===== config.mk =====
export PLATFORM = sky130hd
export DESIGN_NAME = slbr_regs
export DESIGN_NICKNAME = d
export VERILOG_FILES = /design/src/design/slbr_pkg.sv /design/src/design/slbr_regs.sv
export SDC_FILE = /design/constraint.sdc
export NUM_CORES = 1
export LEC_CHECK = 0
export ABC_AREA = 1
export BUFFER_PORTS_ARGS = -buffer_cell sky130_fd_sc_hd__buf_2
export CAP_MARGIN = 20
export CORE_MARGIN = 2
export CORE_UTILIZATION = 50
export CTS_CLUSTER_SIZE = 12
export DETAILED_ROUTE_END_ITERATION = 10
export GPL_ROUTABILITY_DRIVEN = 0
export PLACE_DENSITY = 0.88
export SLEW_MARGIN = 40
export SYNTH_ARGS = -nofsm -noshare
export SYNTH_HDL_FRONTEND = slang
export SYNTH_SLANG_ARGS = --single-unit

===== constraint.sdc =====
create_clock -name clk_in -period 1.7 [get_ports clk_in]
set_clock_uncertainty 0.2 [all_clocks]
set_input_delay 0.085 -clock clk_in [delete_from_list [all_inputs] [get_ports clk_in]]
set_output_delay 0.085 -clock clk_in [all_outputs]
set_load 0.01 [all_outputs]

===== src/design/slbr_pkg.sv =====
// Purpose: Shared constants and types of the security length, supply
//          monitor and pin configuration register bank.
// Assumes: 16-bit registers reached by a 6-bit register address.
// Notes:   Every offset, field position and reset value lives here.
package slbr_pkg;

   // Register addresses.
   localparam logic [5:0] SLBR_ADDR_SEC_LEN   = 6'h1A;
   localparam logic [5:0] SLBR_ADDR_SUPPLY    = 6'h1B;
   localparam logic [5:0] SLBR_ADDR_PIN_CFG   = 6'h1C;

   // Length register fields.
   localparam int SLBR_TXL_LSB = 8;
   localparam int SLBR_TXL_MSB = 14;
   localparam int SLBR_RXL_LSB = 0;
   localparam int SLBR_RXL_MSB = 6;
   localparam logic [6:0] SLBR_TXL_RESET = 7'h00;
   localparam logic [6:0] SLBR_RXL_RESET = 7'h00;

   // Supply monitor register fields.
   localparam int SLBR_SUP_OK_BIT   = 6;
   localparam int SLBR_SUP_EN_BIT   = 5;
   localparam int SLBR_SUP_CODE_LSB = 0;
   localparam int SLBR_SUP_CODE_MSB = 4;
   localparam logic       SLBR_SUP_OK_RESET   = 1'b1;
   localparam logic       SLBR_SUP_EN_RESET   = 1'b0;
   localparam logic [4:0] SLBR_SUP_CODE_RESET = 5'h00;

   // Pin configuration register fields.
   localparam int SLBR_BCN_BIT      = 11;
   localparam int SLBR_RXDP_POL_BIT = 10;
   localparam int SLBR_THR_POL_BIT  = 9;
   localparam int SLBR_SFD_POL_BIT  = 8;
   localparam int SLBR_CCA_POL_BIT  = 7;
   localparam int SLBR_THR_LSB      = 0;
   localparam int SLBR_THR_MSB      = 6;
   localparam logic       SLBR_POL_RESET = 1'b0;
   localparam logic       SLBR_BCN_RESET = 1'b0;
   localparam logic [6:0] SLBR_THR_RESET = 7'h40;

   localparam logic [15:0] SLBR_ZERO16 = 16'h0000;
   localparam logic [6:0]  SLBR_ZERO7  = 7'h00;

   // In-line cipher modes.
   typedef enum logic [1:0] {
      SLBR_MODE_OFF    = 2'h0,
      SLBR_MODE_CBCMAC = 2'h1,
      SLBR_MODE_CTR    = 2'h2,
      SLBR_MODE_CCM    = 2'h3
   } slbr_mode_t;

   // Internal active-high status signals that feed the pins.
   typedef struct packed {
      logic rx_data_present;
      logic rx_threshold;
      logic frame_delim;
      logic channel_clear;
   } slbr_pins_t;

   // Offsets handed to the cipher engine for one direction.
   typedef struct packed {
      logic [6:0] crypt_skip;
      logic [6:0] auth_skip;
      logic [6:0] auth_only;
   } slbr_len_t;

endpackage


===== src/design/slbr_regs.sv =====
// Purpose: Security length, supply monitor and pin configuration registers.
// Assumes: One clock, synchronous active-low reset, synchronous inputs.
// Notes:   Reads answer one cycle after the read strobe.
//
// Contract
// - Transmit length field in bits 14:8 steers CTR and CBC-MAC offsets.
// - Stand-alone cipher operations ignore the transmit length field.
// - Receive length field in bits 6:0 steers CTR and CBC-MAC offsets.
// - Stand-alone cipher operations ignore the receive length field.
// - Comparator result is read-only bit 6, resets to 1.
// - Result reads 0 below the trip level, 1 above it.
// - Bit 5 switches the supply monitor on, reset 0.
// - Bits 4:0 hold the trip-level code, reset 0.
// - With filtering on, bit 11 accepts all beacons or only PAN matches.
// - Beacon acceptance bit has no effect while filtering is off.
// - Bit 10 inverts the receive-data-present output, reset 0.
// - Bit 9 inverts the receive-threshold output, reset 0.
// - Bit 8 inverts the frame delimiter pin, reset 0.
// - Bit 7 inverts the channel clear pin, reset 0.
// - Bits 6:0 hold receive threshold, reset 64; flag when count reaches it.
// - Cipher mode 0 off, 1 CBC-MAC, 2 counter, 3 CCM.
`timescale 1ns/100ps
module slbr_regs (
   // Clock and reset.
   input  wire logic                clk_in,
   input  wire logic                rst_n_in,
   // Register port.
   input  wire logic [5:0]          reg_addr_in,
   input  wire logic                reg_wr_in,
   input  wire logic                reg_rd_in,
   input  wire logic [15:0]         reg_wdata_in,
   output logic      [15:0]         reg_rdata_out,
   // Cipher engine side.
   input  wire slbr_pkg::slbr_mode_t inline_cipher_mode_in,
   input  wire logic                standalone_active_in,
   output slbr_pkg::slbr_len_t      tx_len_out,
   output slbr_pkg::slbr_len_t      rx_len_out,
   // Supply comparator side.
   input  wire logic                supply_cmp_above_in,
   output logic                     supply_monitor_on_out,
   output logic      [4:0]          supply_trip_code_out,
   // Frame filter side.
   input  wire logic                addr_filter_en_in,
   input  wire logic                beacon_frame_in,
   input  wire logic                src_pan_match_in,
   output logic                     beacon_accept_out,
   // Status pins.
   input  wire slbr_pkg::slbr_pins_t status_in,
   input  wire logic [7:0]          rx_fill_count_in,
   output slbr_pkg::slbr_pins_t     pins_out
);

   logic [6:0]           tx_cleartext_len_reg;
   logic [6:0]           rx_cleartext_len_reg;
   logic                 supply_above_trip_reg;
   logic                 supply_monitor_on_reg;
   logic [4:0]           supply_trip_code_reg;
   logic                 any_pan_beacon_accept_reg;
   logic                 rx_data_present_invert_reg;
   logic                 rx_threshold_invert_reg;
   logic                 frame_delim_invert_reg;
   logic                 channel_clear_invert_reg;
   logic [6:0]           rx_threshold_level_reg;
   logic [15:0]          rdata_next;
   slbr_pkg::slbr_len_t  tx_len_next;
   slbr_pkg::slbr_len_t  rx_len_next;
   slbr_pkg::slbr_pins_t status_now;
   logic                 wr_len;
   logic                 wr_sup;
   logic                 wr_pin;

   assign wr_len = reg_wr_in && (reg_addr_in == slbr_pkg::SLBR_ADDR_SEC_LEN);
   assign wr_sup = reg_wr_in && (reg_addr_in == slbr_pkg::SLBR_ADDR_SUPPLY);
   assign wr_pin = reg_wr_in && (reg_addr_in == slbr_pkg::SLBR_ADDR_PIN_CFG);

   // Only the writable fields are taken; reserved write bits are dropped.
   always_ff @(posedge clk_in) begin
      if (!rst_n_in) begin
         tx_cleartext_len_reg <= slbr_pkg::SLBR_TXL_RESET;
         rx_cleartext_len_reg <= slbr_pkg::SLBR_RXL_RESET;
      end else if (wr_len) begin
         tx_cleartext_len_reg <= reg_wdata_in[slbr_pkg::SLBR_TXL_MSB:
                                              slbr_pkg::SLBR_TXL_LSB];
         rx_cleartext_len_reg <= reg_wdata_in[slbr_pkg::SLBR_RXL_MSB:
                                              slbr_pkg::SLBR_RXL_LSB];
      end
   end

   always_ff @(posedge clk_in) begin
      if (!rst_n_in) begin
         supply_monitor_on_reg <= slbr_pkg::SLBR_SUP_EN_RESET;
         supply_trip_code_reg  <= slbr_pkg::SLBR_SUP_CODE_RESET;
      end else if (wr_sup) begin
         supply_monitor_on_reg <= reg_wdata_in[slbr_pkg::SLBR_SUP_EN_BIT];
         supply_trip_code_reg  <= reg_wdata_in[slbr_pkg::SLBR_SUP_CODE_MSB:
                                              slbr_pkg::SLBR_SUP_CODE_LSB];
      end
   end

   // The comparator is only trusted while it runs, so a disabled monitor
   // keeps the last result rather than reporting a floating output.
   always_ff @(posedge clk_in) begin
      if (!rst_n_in) begin
         supply_above_trip_reg <= slbr_pkg::SLBR_SUP_OK_RESET;
      end else if (supply_monitor_on_reg) begin
         supply_above_trip_reg <= supply_cmp_above_in;
      end
   end

   always_ff @(posedge clk_in) begin
      if (!rst_n_in) begin
         any_pan_beacon_accept_reg  <= slbr_pkg::SLBR_BCN_RESET;
         rx_data_present_invert_reg <= slbr_pkg::SLBR_POL_RESET;
         rx_threshold_invert_reg    <= slbr_pkg::SLBR_POL_RESET;
         frame_delim_invert_reg     <= slbr_pkg::SLBR_POL_RESET;
         channel_clear_invert_reg   <= slbr_pkg::SLBR_POL_RESET;
         rx_threshold_level_reg     <= slbr_pkg::SLBR_THR_RESET;
      end else if (wr_pin) begin
         any_pan_beacon_accept_reg  <= reg_wdata_in[slbr_pkg::SLBR_BCN_BIT];
         rx_data_present_invert_reg <=
            reg_wdata_in[slbr_pkg::SLBR_RXDP_POL_BIT];
         rx_threshold_invert_reg    <=
            reg_wdata_in[slbr_pkg::SLBR_THR_POL_BIT];
         frame_delim_invert_reg     <=
            reg_wdata_in[slbr_pkg::SLBR_SFD_POL_BIT];
         channel_clear_invert_reg   <=
            reg_wdata_in[slbr_pkg::SLBR_CCA_POL_BIT];
         rx_threshold_level_reg     <= reg_wdata_in[slbr_pkg::SLBR_THR_MSB:
                                              slbr_pkg::SLBR_THR_LSB];
      end
   end

   // Read data; reserved and unmapped bits return zero.
   always_comb begin
      rdata_next = slbr_pkg::SLBR_ZERO16;
      unique case (reg_addr_in)
         slbr_pkg::SLBR_ADDR_SEC_LEN: begin
            rdata_next[slbr_pkg::SLBR_TXL_MSB:slbr_pkg::SLBR_TXL_LSB] =
               tx_cleartext_len_reg;
            rdata_next[slbr_pkg::SLBR_RXL_MSB:slbr_pkg::SLBR_RXL_LSB] =
               rx_cleartext_len_reg;
         end
         slbr_pkg::SLBR_ADDR_SUPPLY: begin
            rdata_next[slbr_pkg::SLBR_SUP_OK_BIT] = supply_above_trip_reg;
            rdata_next[slbr_pkg::SLBR_SUP_EN_BIT] = supply_monitor_on_reg;
            rdata_next[slbr_pkg::SLBR_SUP_CODE_MSB:
                       slbr_pkg::SLBR_SUP_CODE_LSB] = supply_trip_code_reg;
         end
         slbr_pkg::SLBR_ADDR_PIN_CFG: begin
            rdata_next[slbr_pkg::SLBR_BCN_BIT]      = any_pan_beacon_accept_reg;
            rdata_next[slbr_pkg::SLBR_RXDP_POL_BIT] = rx_data_present_invert_reg;
            rdata_next[slbr_pkg::SLBR_THR_POL_BIT]  = rx_threshold_invert_reg;
            rdata_next[slbr_pkg::SLBR_SFD_POL_BIT]  = frame_delim_invert_reg;
            rdata_next[slbr_pkg::SLBR_CCA_POL_BIT]  = channel_clear_invert_reg;
            rdata_next[slbr_pkg::SLBR_THR_MSB:slbr_pkg::SLBR_THR_LSB] =
               rx_threshold_level_reg;
         end
         default: begin
            rdata_next = slbr_pkg::SLBR_ZERO16;
         end
      endcase
   end

   always_ff @(posedge clk_in) begin
      if (!rst_n_in) begin
         reg_rdata_out <= slbr_pkg::SLBR_ZERO16;
      end else if (reg_rd_in) begin
         reg_rdata_out <= rdata_next;
      end
   end

   // Each mode sees only its own interpretation; the rest read as zero.
   always_comb begin
      tx_len_next = '0;
      rx_len_next = '0;
      if (!standalone_active_in) begin
         unique case (inline_cipher_mode_in)
            slbr_pkg::SLBR_MODE_OFF: begin
               tx_len_next = '0;
            end
            slbr_pkg::SLBR_MODE_CBCMAC: begin
               tx_len_next.auth_skip = tx_cleartext_len_reg;
               rx_len_next.auth_skip = rx_cleartext_len_reg;
            end
            slbr_pkg::SLBR_MODE_CTR: begin
               tx_len_next.crypt_skip = tx_cleartext_len_reg;
               rx_len_next.crypt_skip = rx_cleartext_len_reg;
            end
            slbr_pkg::SLBR_MODE_CCM: begin
               tx_len_next.auth_only = tx_cleartext_len_reg;
               rx_len_next.auth_only = rx_cleartext_len_reg;
            end
         endcase
      end
   end

   always_ff @(posedge clk_in) begin
      if (!rst_n_in) begin
         tx_len_out <= '0;
         rx_len_out <= '0;
      end else begin
         tx_len_out <= tx_len_next;
         rx_len_out <= rx_len_next;
      end
   end

   always_ff @(posedge clk_in) begin
      if (!rst_n_in) begin
         supply_monitor_on_out <= slbr_pkg::SLBR_SUP_EN_RESET;
         supply_trip_code_out  <= slbr_pkg::SLBR_SUP_CODE_RESET;
      end else begin
         supply_monitor_on_out <= supply_monitor_on_reg;
         supply_trip_code_out  <= supply_trip_code_reg;
      end
   end

   // Beacon acceptance; the policy bit matters only while filtering.
   always_ff @(posedge clk_in) begin
      if (!rst_n_in) begin
         beacon_accept_out <= 1'b0;
      end else begin
         beacon_accept_out <= beacon_frame_in && (!addr_filter_en_in ||
            any_pan_beacon_accept_reg || src_pan_match_in);
      end
   end

   // The fill count is one bit wider so a full buffer still compares.
   always_comb begin
      status_now              = status_in;
      status_now.rx_threshold = rx_fill_count_in >=
                                {1'b0, rx_threshold_level_reg};
   end

   always_ff @(posedge clk_in) begin
      if (!rst_n_in) begin
         pins_out <= '0;
      end else begin
         pins_out.rx_data_present <= status_now.rx_data_present ^
                                     rx_data_present_invert_reg;
         pins_out.rx_threshold    <= status_now.rx_threshold ^
                                     rx_threshold_invert_reg;
         pins_out.frame_delim     <= status_now.frame_delim ^
                                     frame_delim_invert_reg;
         pins_out.channel_clear   <= status_now.channel_clear ^
                                     channel_clear_invert_reg;
      end
   end

   AST_TXL_CTR: assert property (@(posedge clk_in) disable iff (!rst_n_in)
      !standalone_active_in && inline_cipher_mode_in ==
      slbr_pkg::SLBR_MODE_CTR |=> tx_len_out.crypt_skip ==
      $past(tx_cleartext_len_reg)) else $error("Transmit CTR offset wrong.");

   AST_TXL_CCM: assert property (@(posedge clk_in) disable iff (!rst_n_in)
      !standalone_active_in && inline_cipher_mode_in ==
      slbr_pkg::SLBR_MODE_CCM |=> tx_len_out.auth_only ==
      $past(tx_cleartext_len_reg) && tx_len_out.crypt_skip ==
      slbr_pkg::SLBR_ZERO7) else $error("Transmit CCM length wrong.");

   AST_STANDALONE: assert property (@(posedge clk_in) disable iff (!rst_n_in)
      standalone_active_in |=> tx_len_out == '0 && rx_len_out == '0)
      else $error("Length used in stand-alone operation.");

   AST_RXL_CBC: assert property (@(posedge clk_in) disable iff (!rst_n_in)
      !standalone_active_in && inline_cipher_mode_in ==
      slbr_pkg::SLBR_MODE_CBCMAC |=> rx_len_out.auth_skip ==
      $past(rx_cleartext_len_reg)) else $error("Receive CBC offset wrong.");

   AST_OK_READONLY: assert property (@(posedge clk_in) disable iff (!rst_n_in)
      wr_sup && !supply_monitor_on_reg |=> $stable(supply_above_trip_reg))
      else $error("Write altered comparator result.");

   AST_OK_TRACK: assert property (@(posedge clk_in) disable iff (!rst_n_in)
      supply_monitor_on_reg |=> supply_above_trip_reg ==
      $past(supply_cmp_above_in)) else $error("Result does not track.");

   AST_SUP_EN: assert property (@(posedge clk_in) disable iff (!rst_n_in)
      wr_sup |-> ##2 supply_monitor_on_out ==
      $past(reg_wdata_in[slbr_pkg::SLBR_SUP_EN_BIT], 2))
      else $error("Monitor enable not applied.");

   AST_BEACON: assert property (@(posedge clk_in) disable iff (!rst_n_in)
      beacon_frame_in && !addr_filter_en_in |=> beacon_accept_out)
      else $error("Beacon refused while filter off.");

   AST_THRESH: assert property (@(posedge clk_in) disable iff (!rst_n_in)
      !rx_threshold_invert_reg && rx_fill_count_in <
      {1'b0, rx_threshold_level_reg} |=> !pins_out.rx_threshold)
      else $error("Threshold flag early.");

   AST_POLARITY: assert property (@(posedge clk_in) disable iff (!rst_n_in)
      wr_pin ##1 !wr_pin |=> pins_out.channel_clear ==
      ($past(status_in.channel_clear) ^ channel_clear_invert_reg))
      else $error("Clear channel polarity wrong.");

   AST_RESERVED: assert property (@(posedge clk_in) disable iff (!rst_n_in)
      reg_rd_in && reg_addr_in == slbr_pkg::SLBR_ADDR_SUPPLY |=>
      reg_rdata_out[15:7] == 9'h000) else $error("Reserved bits nonzero.");

   // Unmapped addresses must not leak a neighbour's contents.
   AST_RD_UNMAPPED: assert property (
      @(posedge clk_in) disable iff (!rst_n_in)
      reg_rd_in && reg_addr_in > slbr_pkg::SLBR_ADDR_PIN_CFG |=>
      reg_rdata_out == slbr_pkg::SLBR_ZERO16)
      else $error("Unmapped read nonzero.");

   AST_RXL_CTR: assert property (
      @(posedge clk_in) disable iff (!rst_n_in)
      !standalone_active_in && inline_cipher_mode_in ==
      slbr_pkg::SLBR_MODE_CTR |=> rx_len_out.crypt_skip ==
      $past(rx_cleartext_len_reg)) else $error("Receive CTR offset wrong.");

   AST_RXL_CCM: assert property (
      @(posedge clk_in) disable iff (!rst_n_in)
      !standalone_active_in && inline_cipher_mode_in ==
      slbr_pkg::SLBR_MODE_CCM |=> rx_len_out.auth_only ==
      $past(rx_cleartext_len_reg) && rx_len_out.auth_skip ==
      slbr_pkg::SLBR_ZERO7) else $error("Receive CCM length wrong.");

   AST_MODE_OFF: assert property (
      @(posedge clk_in) disable iff (!rst_n_in)
      inline_cipher_mode_in == slbr_pkg::SLBR_MODE_OFF |=>
      tx_len_out == '0 && rx_len_out == '0)
      else $error("Length used with security off.");

   AST_TRIP_CODE: assert property (
      @(posedge clk_in) disable iff (!rst_n_in)
      wr_sup |=> supply_trip_code_reg ==
      $past(reg_wdata_in[slbr_pkg::SLBR_SUP_CODE_MSB:
                         slbr_pkg::SLBR_SUP_CODE_LSB]))
      else $error("Trip code not stored.");

   AST_BEACON_POLICY: assert property (
      @(posedge clk_in) disable iff (!rst_n_in)
      beacon_frame_in && addr_filter_en_in && !any_pan_beacon_accept_reg &&
      !src_pan_match_in |=> !beacon_accept_out)
      else $error("Foreign beacon accepted.");

   AST_RXDP_POL: assert property (
      @(posedge clk_in) disable iff (!rst_n_in)
      1'b1 |=> pins_out.rx_data_present ==
      ($past(status_in.rx_data_present) ^ $past(rx_data_present_invert_reg)))
      else $error("Data present polarity wrong.");

   AST_THR_POL: assert property (
      @(posedge clk_in) disable iff (!rst_n_in)
      1'b1 |=> pins_out.rx_threshold ==
      ($past(rx_fill_count_in >= {1'b0, rx_threshold_level_reg}) ^
       $past(rx_threshold_invert_reg)))
      else $error("Threshold polarity wrong.");

   AST_SFD_POL: assert property (
      @(posedge clk_in) disable iff (!rst_n_in)
      1'b1 |=> pins_out.frame_delim ==
      ($past(status_in.frame_delim) ^ $past(frame_delim_invert_reg)))
      else $error("Frame delimiter polarity wrong.");

endmodule


==> impl_metrics.ini, run 1 <==
[yosys]
syn_nets = 501
ys_ff_latch = 101
syn_area_um2 = 3680
synthArstFlopShare_pct = 0
synth_edf_count = 0
synth_seq_area_share_pct = 55.0
ys.warnings.count = 0
synth_cell_types = 28
avgSynthCellArea_um2 = 8.19
syn_inst = 449
ys.flop_type = dfxtp_1

[die]
ios = 114
coreArea_um2 = 7180
die_y_um = 89.8
dieWidth_um = 89.8
fp-row-count = 31
dieArea_um2 = 8060
initial_utilization_pct = 51.3

[sta]
drv_slew = 0
setup_tns_ps = 0
worst_slew_pin_slew_ps = 561
fin_ws_ps = 41.7
slew-limit-headroom_pct = 62.5
maxClockFrequency_ghz = 0.603
post-route-min-period_ps = 1660
hold_violations = 0
setup_viol = 0
period_share_pct = 97.5

[grt]
grt_max_degree = 44
grt_pass1_vias = 3214
grt_usage_pct = 23.1
grt_pass1_wl_um = 15200
gr-total-overflow = 0
antenna_found_initial = 0

[final_layout]
multi_input_area_um2 = 1330
register_area_um2 = 2020
top_regs = rx_len_out: 21 flops, tx_len_out: 21 flops, reg_rdata_out: 15 flops
fill_cells = 568
n_antenna_cell = 0
drive_gt1_share_pct = 26.5
nets = 647
fin_cells = 699
area_delta_synth_final_pct = 32.1

[power_and_ir_drop]
pwr_density_cell_nw_per_um2 = 846
ir_drop_uv = 364
p_leak_nw = 2.35
total_power_mw = 4.11

[routing]
wl_per_cell_um = 13.1
drc_errors = 0
routed_wl_um = 9150
ant_nets = 0
drt_first_pass_iters = 4
via_count = 3382
drtIter0Drc = 195
vias_per_cell = 4.84

[critical_path]
arrival_ps = 1770
path_buf_inv = 4
worstPathRequired_ps = 1810
critPathMaxStageDelay_ps = 530
crit_top_cell = nor2_4
slowest_stage = dlygate4sd3_1
endpoint_kind = register
start_kind = primary input
path_max_fanout = 8
crit_chain = dlygate4sd3_1 > buf_2 > inv_1 > nand2_1 > nor2_4 > nand2_4 > nor2_4 > clkbuf_16 > o21ai_1 > a21oi_2
cp_top_family = buffers and inverters
crit_type = in -> reg

[clocking]
cts_tree = built
clk_path_buf_depth = 2
cts_root_buf = clkbuf_8
numCtsBuffers = 9
clk_latency_ps = 370
clkTransAtPathRegs_ps = 100
htreeDepth = 3
cts_sinks = 101

[run_status]
status = finished clean

[placed_design]
post-place-ws_ps = 166
placedCellCount = 647
dpl.hpwl_um = 6520
port_buffers = 110

[hold_path]
hold_path_class = in -> reg

[run]
max_cap_violations = 0
placed cells by master (no fill, tap or decap), drive strengths merged:
cell type / synthesis / routed
dlygate4sd3: 0 / 28
clkinvlp: 0 / 2
o311ai: 1 / 1
nor3: 1 / 1
nand3: 28 / 28
nor2: 107 / 107
xnor2: 3 / 3
ha: 7 / 7
o21ai: 43 / 43
clkinv: 2 / 4
inv: 58 / 61
buf: 8 / 122
nand4: 9 / 9
clkbuf: 9 / 11
nand2: 45 / 45
o21a: 1 / 1
o211ai: 1 / 1
a21oi: 24 / 24
conb: 1 / 1
dfxtp: 101 / 101
where the power goes:
part | internal [mW] | switching [mW] | leakage [nW]
registers | 2.39 | 0.0122 | 0.816
logic | 0.138 | 0.168 | 1.45
clock network | 0.552 | 0.854 | 0.0881
total | 3.08 | 1.03 | 2.35
cells by family after synthesis:
family                     synth area share [%]
adders and majority gates                  2.38
AOI/OAI and AO/OA                          10.3
DFF                                        55.0
buffers and inverters                      8.94
xor gates and xnor gates                  0.714
other                                     0.102
and+or+nand+nor                            22.6
path summary, 6_finish.rpt:
check,startpoint,end,slack (ps),depth (start not counted)
worst max-delay path,reg_addr_in[5],rx_cleartext_len_reg[1],40,10
worst min-delay path,rx_fill_count_in[7],pins_out[2],9,5
worst max register to register,rx_threshold_level_reg[3],pins_out[2],190,9
worst min register to register,supply_trip_code_reg[3],supply_trip_code_out[3],260,2
layer usage:
layer	vias up	GRT usage, %	share of wire (%)
li1	1704	-	-
met3	15	4.19	5.7
met4	0	9.10	1.8
met1	1535	28.8	45
met2	128	39.9	48
met5	-	0	0
final cells by class:
class | instances | area share (%)
Multi-Input combinational cell | 271 | 27.4
Clock buffer | 9 | 2.55
Inverter | 60 | 4.66
Clock inverter | 7 | 1.18
Timing Repair Buffer | 152 | 20.0
Sequential cell | 101 | 41.6
Tap cell | 99 | 2.55
per-stage QoR:
step | utilization (%) | instance area [um^2] | hold WS (ps)
after global placement | 60.0 | 4310 | 101
after detailed placement | 60.0 | 4310 | 109
after global routing | 67.7 | 4860 | 41.4
after floorplan | - | 3680 | 7.13
after CTS | 66.6 | 4780 | 4.32
final | 67.7 | 4860 | 9.16
worst reg2reg max path: cells and delay by family (launching register included):
| kind | cells | cell delay [ps] |
|---|---|---|
| buffers and inverters | 1 | 50 |
| DFF | 1 | 370 |
| AOI/OAI and AO/OA | 1 | 140 |
| and+or+nand+nor | 6 | 380 |
| adders and majority gates | 1 | 280 |
cell usage after synthesis, types with 4 or more instances:
cell type    n  area (um^2)
dfxtp_1    101         2020
nor2_1     101          379
inv_1       55          206
nand2_1     43          161
nand3_1     27          135
o21ai_1     23          115
o21ai_0     20          100
a21oi_1     19         95.1
clkbuf_1     9         33.8
nand4_1      9         56.3
ha_1         7         87.6
nor2_4       6         67.6
a21oi_2      5         43.8
buf_6        4         45.0
repair_timing:
action | CTS | global route
setup buffers | 0 | 7
hold buffers | 29 | 0
setup endpoints to repair | 0 | 35
hold endpoints to repair | 60 | 0
gates resized for setup | 0 | 3
No activity file was read; power rests on OpenSTA's default activity.
==> run 2, diff against run 1 <==
--- a/config.mk
+++ b/config.mk
@@ -5,7 +5,6 @@
 export SDC_FILE = /design/constraint.sdc
 export NUM_CORES = 1
 export LEC_CHECK = 0
-export ABC_AREA = 1
 export BUFFER_PORTS_ARGS = -buffer_cell sky130_fd_sc_hd__buf_2
 export CAP_MARGIN = 20
 export CORE_MARGIN = 2
==> impl_metrics.ini, run 2 <==
[grt]
grt_pass1_wl_um = 13500
gr-total-overflow = 0
grt_pass1_vias = 2817
grt_max_degree = 50
antenna_found_initial = 0
grt_usage_pct = 22.1

[yosys]
synthArstFlopShare_pct = 0
yosysMostFrequentCell = dfxtp_1
synth_area_leaders = dfxtp_1 (55%), and2_1 (8.7%), nand3_1 (4.4%)
synth_edf_count = 0
avgSynthCellArea_um2 = 10.0
ys.warnings.count = 0
synth_seq_area_share_pct = 55.4
synth.top_cell.area_share_pct = 55.4
synth_cell_types = 36
syn_nets = 415
syn_inst = 363
ys.flop_type = dfxtp_1
syn_area_um2 = 3650
yosysTopAreaCell = dfxtp_1
ys_ff_latch = 101
synth_common_cells = dfxtp_1 (101), and2_1 (51), nand3_1 (32), nand2_1 (31), a21boi_1 (15)

[sta]
whs_ps = 19.9
fin_ws_ps = 97.5
setup_viol = 0
slew-limit-headroom_pct = 66.6
period_share_pct = 94.3
hold_violations = 0
maxClockFrequency_ghz = 0.624
worst_slew_pin_slew_ps = 500
drv_slew = 0
post-route-min-period_ps = 1600

[final_layout]
stdcell_area_um2 = 4770
n_antenna_cell = 0
drive_gt1_share_pct = 29.1
mostFrequentLayoutCells = buf_2 (110), dfxtp_1 (100), and2_1 (51)
area_delta_synth_final_pct = 30.7
nets = 549
final_common_cell = buf_2
top_regs = rx_len_out: 21 flops, tx_len_out: 21 flops, reg_rdata_out: 15 flops

[placed_design]
place_area_um2 = 4270
port_buffers = 110
dpl.hpwl_um = 5800
post-place-ws_ps = 2.81

[critical_path]
start_kind = register
r2r_slack_ps = 100
arrival_ps = 1680
path_max_fanout = 3
crit_type = reg -> reg
endpoint_kind = register
worstPathRequired_ps = 1780

[clocking]
clk_path_buf_depth = 2
cts_root_buf = clkbuf_8
cts_sinks = 101
clkTransAtPathRegs_ps = 100
numCtsBuffers = 9
htreeDepth = 3
cts_tree = built
clk_latency_ps = 350

[routing]
drc_errors = 0
ant_nets = 0
routed_wl_um = 8670
wl_per_cell_um = 14.4
vias_per_cell = 5.04
drt_first_pass_iters = 4
drtIter0Drc = 225
via_count = 3030

[run_status]
status = finished clean

[power_and_ir_drop]
ir_drop_uv = 473
total_power_mw = 4.10
p_leak_nw = 2.20
pwr_density_cell_nw_per_um2 = 861

[hold_path]
hold_path_class = in -> reg

[die]
initial_utilization_pct = 50.8
coreArea_um2 = 7180
ios = 114
dieWidth_um = 89.4
die_y_um = 89.4
fp-row-count = 31
dieArea_um2 = 7990

[run]
max_cap_violations = 0
run 2: stage by stage:
step | utilization [%] | cells | TNS [ps]
6_report | 66.4 | 601 | 0
5_1_grt | 66.4 | 601 | -18.6
4_1_cts | 66.0 | 600 | 0
3_5_place_dp | 59.6 | 557 | 0
3_3_place_gp | 59.6 | 557 | 0
2_1_floorplan | - | 363 | 0
run 2: timing repair:
action,4_1_cts,5_1_grt
setup buffers,0,1
gates resized for setup,1,5
endpoints found under the hold margin,46,0
hold buffers,27,0
pin swaps,0,1
setup endpoints to repair,1,1
run 2: final cells by class:
cell class	instances	area [um^2]
fill	533	2410
sequential	101	2020
multi-input combinational	230	1490
timing repair buffer	146	901
clock buffer	10	138
tap	99	124
clock inverter	6	53.8
inverter	9	33.8
run 2: worst max-delay path, cell delays in order, from the launching register on:
cell     delay, ps
dfxtp_1        380
inv_1           60
ha_1           260
nand2_1         50
o21ai_1        130
a21oi_1         80
o21ai_1        180
mux2i_1        200
run 2: worst paths after layout:
path | start | cells after the start | endpoint
hold / removal | inline_cipher_mode_in[1] | 4 | rx_len_out[8]
setup reg to reg | rx_threshold_level_reg[1] | 7 | pins_out[2]
setup / recovery | rx_threshold_level_reg[1] | 7 | pins_out[2]
hold reg to reg | reg_rdata_out[14] | 2 | reg_rdata_out[14]
run 2: where the power goes:
part           switching [mW]  total (mW)  internal [mW]
Combinational           0.132       0.265          0.133
Clock                   0.850        1.45          0.599
Sequential            0.00753        2.39           2.38
Total                   0.990        4.10           3.11
run 2: per-layer routing:
metal / GRT usage [%] / part of all wire (%) / vias to the layer above
met2: 35.1 / 47 / 129
met1: 28.6 / 44 / 1384
li1: - / - / 1489
met3: 3.88 / 5.5 / 28
met4: 11.8 / 3.4 / 0
met5: 0 / 0 / -
run 2: kinds of logic (layout without fill, tap and decap cells):
logic type      Yosys count  in the layout  share of synthesized area, %
fa+ha+maj                 7              7                          2.40
flops                   101            101                          55.4
xor+xnor                  3              3                         0.721
other cells               1              1                         0.103
compound gates           63             63                          12.1
mux                       8              8                          2.20
buf+inv                  32            171                          4.22
simple gates            148            148                          22.8
